## src/hw/supervisor_pkg.sv

```systemverilog
// Shared constants for the keyboard supervisor: timing, bus command, key bits, store size
package supervisor_pkg;
    // System clock
    localparam int unsigned CLK_HZ          = 20_000_000;
    localparam int unsigned CLK_MHZ         = CLK_HZ / 1_000_000;

    // Key combination hold time, whole seconds
    localparam int unsigned HOLD_S          = 1;
    localparam int unsigned HOLD_CYC        = HOLD_S * CLK_HZ;
    // Time counter tick period, whole seconds
    localparam int unsigned TICK_S          = 1;
    localparam int unsigned TICK_CYC        = TICK_S * CLK_HZ;
    // Power-on reset stretch, milliseconds
    localparam int unsigned POR_MS          = 250;
    localparam int unsigned POR_CYC         = POR_MS * (CLK_HZ / 1000);
    // Interrupt request pulse, microseconds
    localparam int unsigned NMI_US          = 10;
    localparam int unsigned NMI_CYC         = NMI_US * CLK_MHZ;

    // Peripheral input bus timing, microseconds
    localparam int unsigned ATTN_US         = 800;
    localparam int unsigned ATTN_CYC        = ATTN_US * CLK_MHZ;
    localparam int unsigned SYNC_US         = 70;
    localparam int unsigned SYNC_CYC        = SYNC_US * CLK_MHZ;
    localparam int unsigned CELL_US         = 100;
    localparam int unsigned CELL_CYC        = CELL_US * CLK_MHZ;
    localparam int unsigned LOW0_US         = 65;
    localparam int unsigned LOW0_CYC        = LOW0_US * CLK_MHZ;
    localparam int unsigned LOW1_US         = 35;
    localparam int unsigned LOW1_CYC        = LOW1_US * CLK_MHZ;
    localparam int unsigned THRESH_US       = 50;
    localparam int unsigned THRESH_CYC      = THRESH_US * CLK_MHZ;
    localparam int unsigned RX_TO_US        = 300;
    localparam int unsigned RX_TO_CYC       = RX_TO_US * CLK_MHZ;
    localparam int unsigned POLL_US         = 11_000;
    localparam int unsigned POLL_CYC        = POLL_US * CLK_MHZ;

    // Poll command: talk, keyboard address, modifier register
    localparam logic [7:0]  KBD_TALK_MOD    = 8'h2e;
    localparam int unsigned TX_BITS         = 9;
    localparam int unsigned RX_BITS         = 17;
    // Modifier bit positions in the reply word, active low
    localparam int unsigned KEY_CMD_BIT     = 8;
    localparam int unsigned KEY_CTRL_BIT    = 3;

    // Parameter store
    localparam int unsigned PARAM_DEPTH     = 256;
    localparam logic [31:0] TIME_RST        = 32'h0000_0000;
    localparam logic [7:0]  PARAM_RST       = 8'h00;
endpackage

```

## src/hw/combo_hold.sv

```systemverilog
// One-shot detector for a key combination held for a fixed time
`timescale 1ns/1ps
module combo_hold #(
    parameter int unsigned HOLD = supervisor_pkg::HOLD_CYC
) (
    input  wire logic clk_sys,
    input  wire logic rst_n,
    input  wire logic combo,
    output logic      fire
);
    import supervisor_pkg::*;

    logic [31:0] cnt_reg;
    logic [31:0] cnt_next;
    logic        spent_reg;
    logic        spent_next;

    // Count while held, fire once, re-arm only on full release
    always_comb begin
        cnt_next   = cnt_reg;
        spent_next = spent_reg;
        fire       = 1'b0;
        if (!combo) begin
            cnt_next   = 32'h0;
            spent_next = 1'b0;
        end else if (!spent_reg) begin
            if (cnt_reg == 32'(HOLD - 1)) begin
                fire       = 1'b1;
                spent_next = 1'b1;
            end else begin
                cnt_next = cnt_reg + 32'h1;
            end
        end
    end

    always_ff @(posedge clk_sys or negedge rst_n) begin
        if (!rst_n) begin
            cnt_reg   <= 32'h0;
            spent_reg <= 1'b0;
        end else begin
            cnt_reg   <= cnt_next;
            spent_reg <= spent_next;
        end
    end
endmodule

```

## src/hw/keyboard_supervisor_reset_rtc.sv

```systemverilog
// Supervisor: power-on reset, key-driven interrupt and reset, time counter, parameter store, bus master
//
// Contract
// - On sensing supply power come on, hold the system reset output long enough for the processor to settle.
// - Power key plus command key held together raises the interrupt request toward the processor.
// - Command, control and power keys held together force a reset identical to the power-on reset.
// - A combination must be held at least one second; shorter presses do nothing.
// - A 32-bit time counter advances once per second like a real-time clock.
// - On battery alone the time counter keeps running and the parameter store is left unchanged.
// - The host reaches the time counter and parameter store only through commands that this block decodes.
// - This block is sole master of the single-wire input bus, driving it and reading back the selected device.
`timescale 1ns/1ps
module keyboard_supervisor_reset_rtc #(
    parameter int unsigned POR_LEN  = supervisor_pkg::POR_CYC,
    parameter int unsigned HOLD_LEN = supervisor_pkg::HOLD_CYC,
    parameter int unsigned TICK_LEN = supervisor_pkg::TICK_CYC,
    parameter int unsigned ATTN_LEN = supervisor_pkg::ATTN_CYC,
    parameter int unsigned RXTO_LEN = supervisor_pkg::RX_TO_CYC,
    parameter int unsigned POLL_LEN = supervisor_pkg::POLL_CYC
) (
    input  wire logic        clk_sys,
    input  wire logic        resetn,
    input  wire logic        power_good,
    input  wire logic        power_key_line_n,
    input  wire logic        pib_in,
    output logic             pib_out,
    output logic             pib_oe,
    input  wire logic        cmd_valid,
    output logic             cmd_ready,
    input  wire logic        cmd_write,
    input  wire logic        cmd_time,
    input  wire logic [7:0]  cmd_addr,
    input  wire logic [31:0] cmd_wdata,
    output logic             rsp_valid,
    output logic [31:0]      rsp_data,
    output logic             sys_reset_n,
    output logic             nmi_n
);
    import supervisor_pkg::*;

    typedef enum logic [2:0] {
        B_IDLE   = 3'b000,
        B_ATTN   = 3'b001,
        B_SYNC   = 3'b010,
        B_TXLO   = 3'b011,
        B_TXHI   = 3'b100,
        B_RXWAIT = 3'b101,
        B_RXLO   = 3'b110,
        B_RXHI   = 3'b111
    } bus_state_e;

    // Reset release through two flops; battery reset only
    logic rst_meta_reg;
    logic rst_n;
    always_ff @(posedge clk_sys or negedge resetn) begin
        if (!resetn) begin
            rst_meta_reg <= 1'b0;
            rst_n        <= 1'b0;
        end else begin
            rst_meta_reg <= 1'b1;
            rst_n        <= rst_meta_reg;
        end
    end

    // ---------------- Input bus master ----------------
    bus_state_e  st_reg, st_next;
    logic [31:0] bcnt_reg, bcnt_next;
    logic [4:0]  bit_reg, bit_next;
    logic [8:0]  tx_reg, tx_next;
    logic [16:0] rx_reg, rx_next;
    logic        cmd_key_reg, cmd_key_next;
    logic        ctrl_key_reg, ctrl_key_next;
    logic [31:0] low_len;

    assign low_len = tx_reg[8] ? 32'(LOW1_CYC) : 32'(LOW0_CYC);

    // Poll the keyboard modifier register; only while main power is up
    always_comb begin
        st_next       = st_reg;
        bcnt_next     = bcnt_reg + 32'h1;
        bit_next      = bit_reg;
        tx_next       = tx_reg;
        rx_next       = rx_reg;
        cmd_key_next  = cmd_key_reg;
        ctrl_key_next = ctrl_key_reg;
        pib_oe        = 1'b0;
        unique case (st_reg)
            B_IDLE: if (bcnt_reg >= 32'(POLL_LEN - 1)) begin
                st_next   = B_ATTN;
                bcnt_next = 32'h0;
            end
            B_ATTN: begin
                pib_oe = 1'b1;
                if (bcnt_reg == 32'(ATTN_LEN - 1)) begin
                    st_next   = B_SYNC;
                    bcnt_next = 32'h0;
                end
            end
            B_SYNC: if (bcnt_reg == 32'(SYNC_CYC - 1)) begin
                st_next   = B_TXLO;
                bcnt_next = 32'h0;
                tx_next   = {KBD_TALK_MOD, 1'b0};       // Command then stop bit
                bit_next  = 5'h0;
            end
            B_TXLO: begin
                pib_oe = 1'b1;
                if (bcnt_reg == low_len - 32'h1) begin
                    st_next = B_TXHI;
                end
            end
            B_TXHI: if (bcnt_reg == 32'(CELL_CYC - 1)) begin
                bcnt_next = 32'h0;
                tx_next   = {tx_reg[7:0], 1'b0};
                bit_next  = bit_reg + 5'h1;
                st_next   = (bit_reg == 5'(TX_BITS - 1)) ? B_RXWAIT : B_TXLO;
                if (bit_reg == 5'(TX_BITS - 1)) begin
                    bit_next = 5'h0;
                end
            end
            B_RXWAIT: if (!pib_in) begin
                st_next   = B_RXLO;
                bcnt_next = 32'h0;
            end else if (bcnt_reg == 32'(RXTO_LEN - 1)) begin
                st_next   = B_IDLE;                     // Silent device: keep old keys
                bcnt_next = 32'h0;
            end
            B_RXLO: if (pib_in) begin
                rx_next   = {rx_reg[15:0], (bcnt_reg < 32'(THRESH_CYC))};
                bit_next  = bit_reg + 5'h1;
                bcnt_next = 32'h0;
                st_next   = B_RXHI;
                if (bit_reg == 5'(RX_BITS - 1)) begin
                    // Start bit ends in the top bit; modifiers read active low
                    cmd_key_next  = ~rx_reg[KEY_CMD_BIT - 1];
                    ctrl_key_next = ~rx_reg[KEY_CTRL_BIT - 1];
                    if (KEY_CMD_BIT == 0) cmd_key_next = ~pib_in;
                    st_next = B_IDLE;
                end
            end
            B_RXHI: if (!pib_in) begin
                st_next   = B_RXLO;
                bcnt_next = 32'h0;
            end else if (bcnt_reg == 32'(CELL_CYC - 1)) begin
                st_next   = B_IDLE;                     // Truncated reply dropped
                bcnt_next = 32'h0;
            end
        endcase
        if (!power_good) begin
            st_next       = B_IDLE;
            bcnt_next     = 32'h0;
            cmd_key_next  = 1'b0;
            ctrl_key_next = 1'b0;
        end
    end

    always_ff @(posedge clk_sys or negedge rst_n) begin
        if (!rst_n) begin
            st_reg       <= B_IDLE;
            bcnt_reg     <= 32'h0;
            bit_reg      <= 5'h0;
            tx_reg       <= 9'h0;
            rx_reg       <= 17'h0;
            cmd_key_reg  <= 1'b0;
            ctrl_key_reg <= 1'b0;
        end else begin
            st_reg       <= st_next;
            bcnt_reg     <= bcnt_next;
            bit_reg      <= bit_next;
            tx_reg       <= tx_next;
            rx_reg       <= rx_next;
            cmd_key_reg  <= cmd_key_next;
            ctrl_key_reg <= ctrl_key_next;
        end
    end

    // Open-drain: only ever pulls low
    assign pib_out = 1'b0;

    // ---------------- Key combinations ----------------
    logic       pwr_key;
    logic [1:0] combo;
    logic [1:0] fire;
    assign pwr_key  = ~power_key_line_n;
    // Control excluded from the interrupt combo so a reset press never also interrupts
    assign combo[0] = pwr_key & cmd_key_reg & ~ctrl_key_reg;
    assign combo[1] = pwr_key & cmd_key_reg & ctrl_key_reg;

    genvar gi;
    generate
        for (gi = 0; gi < 2; gi++) begin : g_combo
            combo_hold #(.HOLD(HOLD_LEN)) u_hold (
                .clk_sys (clk_sys),
                .rst_n   (rst_n),
                .combo   (combo[gi]),
                .fire    (fire[gi])
            );
        end
    endgenerate

    // ---------------- Reset and interrupt outputs ----------------
    logic [31:0] por_reg, por_next;
    logic        srst_reg, srst_next;
    logic [31:0] nmi_reg, nmi_next;

    // Hard reset restarts the same stretch as power-on
    always_comb begin
        por_next  = por_reg;
        srst_next = 1'b0;
        if (!power_good || fire[1]) begin
            por_next = 32'h0;
        end else if (por_reg != 32'(POR_LEN - 1)) begin
            por_next = por_reg + 32'h1;
        end else begin
            srst_next = 1'b1;
        end
        nmi_next = (nmi_reg != 32'h0) ? nmi_reg - 32'h1 : 32'h0;
        if (fire[0] && srst_reg) begin
            nmi_next = 32'(NMI_CYC);
        end
        if (!srst_reg) begin
            nmi_next = 32'h0;                            // No interrupt into a held processor
        end
    end

    always_ff @(posedge clk_sys or negedge rst_n) begin
        if (!rst_n) begin
            por_reg  <= 32'h0;
            srst_reg <= 1'b0;
            nmi_reg  <= 32'h0;
        end else begin
            por_reg  <= por_next;
            srst_reg <= srst_next;
            nmi_reg  <= nmi_next;
        end
    end

    assign sys_reset_n = srst_reg;
    assign nmi_n       = (nmi_reg == 32'h0);

    // ---------------- Time counter and parameter store ----------------
    logic [31:0] pre_reg, pre_next;
    logic [31:0] time_reg, time_next;
    logic [7:0]  param_mem [PARAM_DEPTH];
    logic        accept;
    logic        rv_next;
    logic [31:0] rd_next;
    logic        rv_reg;
    logic [31:0] rd_reg;

    // Store locked while on battery so contents cannot be disturbed
    assign cmd_ready = power_good;
    assign accept    = cmd_valid & cmd_ready;

    // Counter runs on any power, host write reloads it
    always_comb begin
        pre_next  = (pre_reg == 32'(TICK_LEN - 1)) ? 32'h0 : pre_reg + 32'h1;
        time_next = (pre_reg == 32'(TICK_LEN - 1)) ? time_reg + 32'h1 : time_reg;
        if (accept && cmd_write && cmd_time) begin
            pre_next  = 32'h0;
            time_next = cmd_wdata;
        end
        rv_next = accept && !cmd_write;
        rd_next = cmd_time ? time_reg : {24'h0, param_mem[cmd_addr]};
        if (!rv_next) begin
            rd_next = rd_reg;
        end
    end

    always_ff @(posedge clk_sys or negedge rst_n) begin
        if (!rst_n) begin
            pre_reg  <= 32'h0;
            time_reg <= TIME_RST;
            rv_reg   <= 1'b0;
            rd_reg   <= 32'h0;
        end else begin
            pre_reg  <= pre_next;
            time_reg <= time_next;
            rv_reg   <= rv_next;
            rd_reg   <= rd_next;
        end
    end

    // Parameter bytes, written only through an accepted command
    always_ff @(posedge clk_sys or negedge rst_n) begin
        if (!rst_n) begin
            for (int i = 0; i < PARAM_DEPTH; i++) begin
                param_mem[i] <= PARAM_RST;
            end
        end else if (accept && cmd_write && !cmd_time) begin
            param_mem[cmd_addr] <= cmd_wdata[7:0];
        end
    end

    assign rsp_valid = rv_reg;
    assign rsp_data  = rd_reg;
endmodule

```

## config.mk

```make
export PLATFORM = sky130hd
export DESIGN_NAME = keyboard_supervisor_reset_rtc
export DESIGN_NICKNAME = d
export VERILOG_FILES = /design/src/hw/supervisor_pkg.sv /design/src/hw/combo_hold.sv /design/src/hw/keyboard_supervisor_reset_rtc.sv
export SDC_FILE = /design/constraint.sdc
export NUM_CORES = 2
export LEC_CHECK = 0
export BUFFER_PORTS_ARGS = -buffer_cell sky130_fd_sc_hd__buf_4
export CAP_MARGIN = 10
export CORE_AREA = 2 2 500 875
export CTS_BUF_LIST = sky130_fd_sc_hd__clkbuf_16
export DETAILED_ROUTE_END_ITERATION = 16
export DIE_AREA = 0 0 502 877
export GPL_ROUTABILITY_DRIVEN = 0
export HOLD_SLACK_MARGIN = 0.02
export PLACE_DENSITY = 0.36
export REMOVE_ABC_BUFFERS = 1
export SLEW_MARGIN = 5
export SYNTH_ARGS = -nofsm -noshare
export SYNTH_HDL_FRONTEND = slang
export SYNTH_HIERARCHICAL = 1
export SYNTH_SLANG_ARGS = --single-unit
```

## constraint.sdc

```tcl
create_clock -name clk_sys -period 90.4 [get_ports clk_sys]
set_input_delay 4.52 -clock clk_sys [delete_from_list [all_inputs] [get_ports clk_sys]]
set_output_delay 4.52 -clock clk_sys [all_outputs]
set_load 0.005 [all_outputs]
```

; ---- Yosys cells after proc, flatten, opt, wreduce, memory -nomap -nowiden
; Index checks and enable logic that the tools add are counted.
[classes]
add_sub_neg = 9
n_lt_le_gt_ge = 4
eq_ne = 36
n_mux = 76
bitwise_logic = 9
reduce_logical = 25
[op_table]
columns = op, n
row1 = $bwmux W2048, 1
row2 = $mux W32, 25
row3 = $pmux W32 S7, 1
row4 = $add A32 B1 Y32 const B, 6
row5 = $eq A32 B25 Y1 const B, 3
row6 = $bmux W8 S8, 1
row7 = $demux W8 S8, 1
row8 = $eq A32 B11 Y1 const B, 2
row9 = $mux W3, 13
row10 = $eq A32 B13 Y1 const B, 1
row11 = $eq A32 B14 Y1 const B, 1
row12 = $eq A32 B32 Y1, 1
row13 = $ge A32 B18 Y1 const B, 1
row14 = $logic_not A32 Y1, 1
row15 = $lt A32 B10 Y1 const B, 1
row16 = $ne A32 B23 Y1 const B, 1
row17 = $reduce_bool A32 Y1, 1
row18 = $sub A32 B1 Y32 const B, 1
row19 = $mux W8, 3
row20 = $pmux W3 S8, 1
row21 = $mux W1, 21
row22 = $mux W5, 4
row23 = $mux W9, 2
row24 = $ne A3 B3 Y1 const B, 6
row25 = other kinds (29), 60
[word_totals]
register_bits = 2337
input_bits = 48
output_inout_bits = 38
wordCells = 435

; ---- Depth between registers and ports, before layout
[depth]
depth_word = 7
mapped_depth = 13
depth_no_buf = 12

; ---- Cells and area by module
; Netlist, hierarchy kept.
[modules_own_cells]
columns = mod, n_inst, cells_per_inst, area_each_um2, seq_area_each_um2
row1 = keyboard_supervisor_reset_rtc, 1, 7220, 104056.0, 56779.5
row2 = combo_hold, 2, 215, 1915.6, 825.8

; ---- Least setup slack after synthesis
; Ideal clock, no wire load.
[synth_path]
path_kind = input-to-output
startpoint = in power_good
endpoint = out cmd_ready
t_arrival_ns = 4.631
t_required_ns = 85.880
setup_slack_ns = 81.249
stages = 1
path_buffers = 1
cell_sequence = buf_4
[synth_lines]
columns = item, line
row1 = from (decl), keyboard_supervisor_reset_rtc.sv:23  ; input wire logic power_good,
row2 = to (decl), keyboard_supervisor_reset_rtc.sv:29  ; output logic cmd_ready,
; No word-level cell between the ends.

; ---- Worst setup path after layout
[layout_path]
startpoint = in cmd_addr[1]
endpoint = reg rd_reg[1] (netlist: rsp_data[1])
[layout_between]
elab_chain_len = 5
[layout_lines]
columns = item, line
row1 = from (decl), keyboard_supervisor_reset_rtc.sv:32  ; input wire logic [7:0] cmd_addr,
row2 = $not A8 Y9 (implied by the code), keyboard_supervisor_reset_rtc.sv:263  ; rd_next = cmd_time ? time_reg : {24'h0, param_mem[cmd_addr]};
row3 = $bmux W8 S8, keyboard_supervisor_reset_rtc.sv:263
row4 = $mux W8 (implied by the code) (2 in a row), keyboard_supervisor_reset_rtc.sv:263
row5 = $mux W32, keyboard_supervisor_reset_rtc.sv:263
row6 = to (signal assigned), keyboard_supervisor_reset_rtc.sv:279  ; rd_reg <= rd_next;
row7 = to (decl), keyboard_supervisor_reset_rtc.sv:248  ; logic [31:0] rd_reg;
; No other way between the ends. The select of a mux whose other input is x is not followed.
; A chain may end at the register's enable or synchronous reset.

==> results.sh <==
export IMPL_slew_headroom_pct=-4.869
export IMPL_crit_slowest_cell="buf_4"
export IMPL_tritoncts="done"
export IMPL_yosysUniqueCellTypes=82
export IMPL_whs_ps=350.9
export IMPL_ctsResizeCount=0
export IMPL_hold_path_startpoint="rst_meta_reg"
export IMPL_power_density_nw_per_um2=17.89
export IMPL_hold_path_class="reg2reg"
export IMPL_skew_ps=46.19
export IMPL_die_area_um2=440300
export IMPL_antenna_left=0
export IMPL_num_rows=320
export IMPL_arrival_ps=11770
export IMPL_die_h_um=877
export IMPL_synth_edf_count=0
export IMPL_largest_reg_flops=2048
export IMPL_min_path_cells=0
export IMPL_cpMostUsedCell="buf_4"
export IMPL_async_flop_share_pct=100.0
export IMPL_max_slew_worst_pin_slew_ps=1573
export IMPL_clk_latency_ps=970
export IMPL_setup_tns_final_ps=0
export IMPL_r2r_start="rst_n"
export IMPL_rr_endpoint="g_combo[0].u_hold/cnt_reg[4]"
export IMPL_clock_fmax_mhz=91.56
export IMPL_grt_pass1_vias=71000
export IMPL_die_w_um=502
export IMPL_drive_gt1_share_pct=41.01
export IMPL_drt_total_wl_um=412900
export IMPL_via_per_inst=4.840
export IMPL_routedWlPerCell_um=30.23
export IMPL_h_tree_depth=4
export IMPL_ys_seq_elements=2335
export IMPL_violations="capacitance limit, slew limit"
export IMPL_synth_top_cell_area_share_pct=54.16
export IMPL_start_util_pct=24.93
export IMPL_hpwl_um=278700
export IMPL_initialDrtViolationCount=3775
export IMPL_critPathKind="in2reg"
export IMPL_grt_max_degree=171
export IMPL_clk_root_buffer_cell="clkbuf_16"
export IMPL_nNetsFinal=7696
export IMPL_ys_warn_count=6
export IMPL_synth_ff_type="dfrtp_1"
export IMPL_cts_buffers=240
export IMPL_fillers=43850
export IMPL_syn_area_per_cell_um2=14.10
export IMPL_dr_total_vias=66110
export IMPL_setup_worst_path_start_class="input pin"
export IMPL_gr_total_overflow=0
export IMPL_required_ps=91240
export IMPL_setup_viol=0
export IMPL_syn_cell_area_um2=107900
export IMPL_drv_cap=1
export IMPL_rsz0062_at_grt="no"
export IMPL_syn_instance_count=7650
export IMPL_r2r_slack_ps=84550
export IMPL_drc_errors=0
export IMPL_status="complete, but fails checks"
export IMPL_core_um2=432800
export IMPL_area_delta_synth_final_pct=13.86
export IMPL_cp_cell_sequence="buf_8 -> buf_4 -> buf_4 -> buf_4 -> buf_4 -> buf_4 -> buf_4 -> buf_4 -> mux2i_1 -> a22oi_1 -> nand3_1 -> nand4_1 -> a2111oi_0 -> nand4_1 -> o221a_2"
export IMPL_post_cts_buffers=0
export IMPL_io_pins=86
export IMPL_fin_crit_ps=10920
export IMPL_finalCritPeriodShare_pct=12.08
export IMPL_slowest_delay_ps=770
export IMPL_final_max_slew_violation_count=56
export IMPL_reg2regPathDepth=6
export IMPL_grt_total_usage_pct=18.59
export IMPL_crit_fanout=62
export IMPL_synth_area_leaders="dfrtp_1 54%, mux2_2 22%, mux4_2 9.8%"
export IMPL_ir_drop_uv=15.86
export IMPL_final_hold_viol_count=0
export IMPL_drt_first_pass_iters=5
export IMPL_synth_top_cell_by_area="dfrtp_1"
export IMPL_endpoint_kind="flip-flop"
export IMPL_numPortBuffers=84
export IMPL_path_clk_slew_ps=60
export IMPL_cts_hold_buffers=0
export IMPL_min_to="rst_n"
export IMPL_antenna_found_initial=30
export IMPL_yosysSeqAreaShare_pct=54.16
export IMPL_clk_path_buf_depth=4
export IMPL_grt_pass1_wl_um=583700
export IMPL_cts_sinks=2335
export IMPL_p_leak_nw=56.93
metrics by stage:
stage	worst slack (ps)	util, %	total power [mW]	std cells	cell area, um2
after detailed placement	78390	26.70	1.254	13190	115500
final	79480	28.38	2.198	13660	122800
after global routing	79160	28.38	2.287	13650	122800
after global placement	78390	26.65	1.251	13180	115300
after CTS	79440	28.36	2.241	13620	122700
after floorplan	20490	-	1.158	7117	105700
cells in the mapped netlist, types with 39 or more instances:
master and n:
o22ai_1 42, a22oi_1 63, xnor2_1 82, nor2_1 352
mux4_2 469, dfrtp_1 2335, nand4_1 60, nor4_1 49
xor2_1 73, o21ai_0 66, mux2i_1 179, clkbuf_1 376
mux2_2 2078, a21oi_1 119, inv_1 47, nand2_1 450
buf_1 39, nand3_1 123, buf_2 99, nor3_1 59
how the worst max path moves through the flow:
stage / startpoint / endpoint / depth (start not counted)
after global routing: cmd_addr[1] / rsp_data[1] / 15
final: cmd_addr[1] / rsp_data[1] / 15
after detailed placement: cmd_addr[1] / rsp_data[1] / 15
after global placement: cmd_addr[1] / rsp_data[2] / 14
after floorplan: rst_n / bcnt_reg[0] / 0
after CTS: cmd_addr[1] / rsp_data[1] / 15
cells in the final DEF (no fill, tap or decap), types with 60 or more instances in the layout:
master	instances
mux2i_1	178
clkinv_1	69
a21oi_1	119
xor2_1	73
a22oi_1	63
o21ai_0	60
nand3_1	123
mux4_2	469
nand2_1	446
nor2_1	337
clkbuf_16	243
buf_4	248
nand4_1	60
mux2_2	2078
xnor2_1	82
inv_1	100
dfrtp_1	2334
report_power, final:
group / internal (mW) / switching (mW)
clock network: 0.516 / 0.453
logic: 0.0430 / 0.110
registers: 1.06 / 0.0150
cell type report:
class / instances / area (um2) / share of cell area (%)
clock inverters: 185 / 1106 / 0.9004
well taps: 5796 / 7252 / 5.904
diodes: 37 / 92.59 / 0.07537
repair buffers: 279 / 2351 / 1.914
clock buffers: 243 / 6081 / 4.950
multi-input cells: 4732 / 47330 / 38.53
inverters: 50 / 188.9 / 0.1538
flip-flops and latches: 2335 / 58430 / 47.57
critical path, delay by kind of cell:
family / cells / cell delay (ps)
simple gates: 3 / 670
compound gates: 3 / 1000
buf+inv: 8 / 5050
mux: 1 / 290
layer usage:
metal | share of wire, % | GRT usage [%] | wire [um] | vias to the layer above
met2 | 55 | 35.10 | 225400 | 978
met1 | 37 | 20.41 | 153400 | 36350
met5 | 0.0058 | 0 | 24 | -
met4 | 5.6 | 9.035 | 23050 | 6
li1 | - | - | - | 28240
met3 | 2.7 | 2.023 | 11030 | 532
kinds of logic (layout without fill, tap and decap cells):
group | count (synthesis) | count (layout) | synth area share (%)
flops | 2335 | 2335 | 54.16
simple gates | 1346 | 1346 | 5.969
compound gates | 493 | 493 | 3.122
fa+ha+maj | 10 | 10 | 0.1160
mux | 2726 | 2726 | 33.14
buf+inv | 583 | 757 | 2.228
other cells | 2 | 39 | 0.006961
xor+xnor | 155 | 155 | 1.258
(Power assumes the default switching activity.)
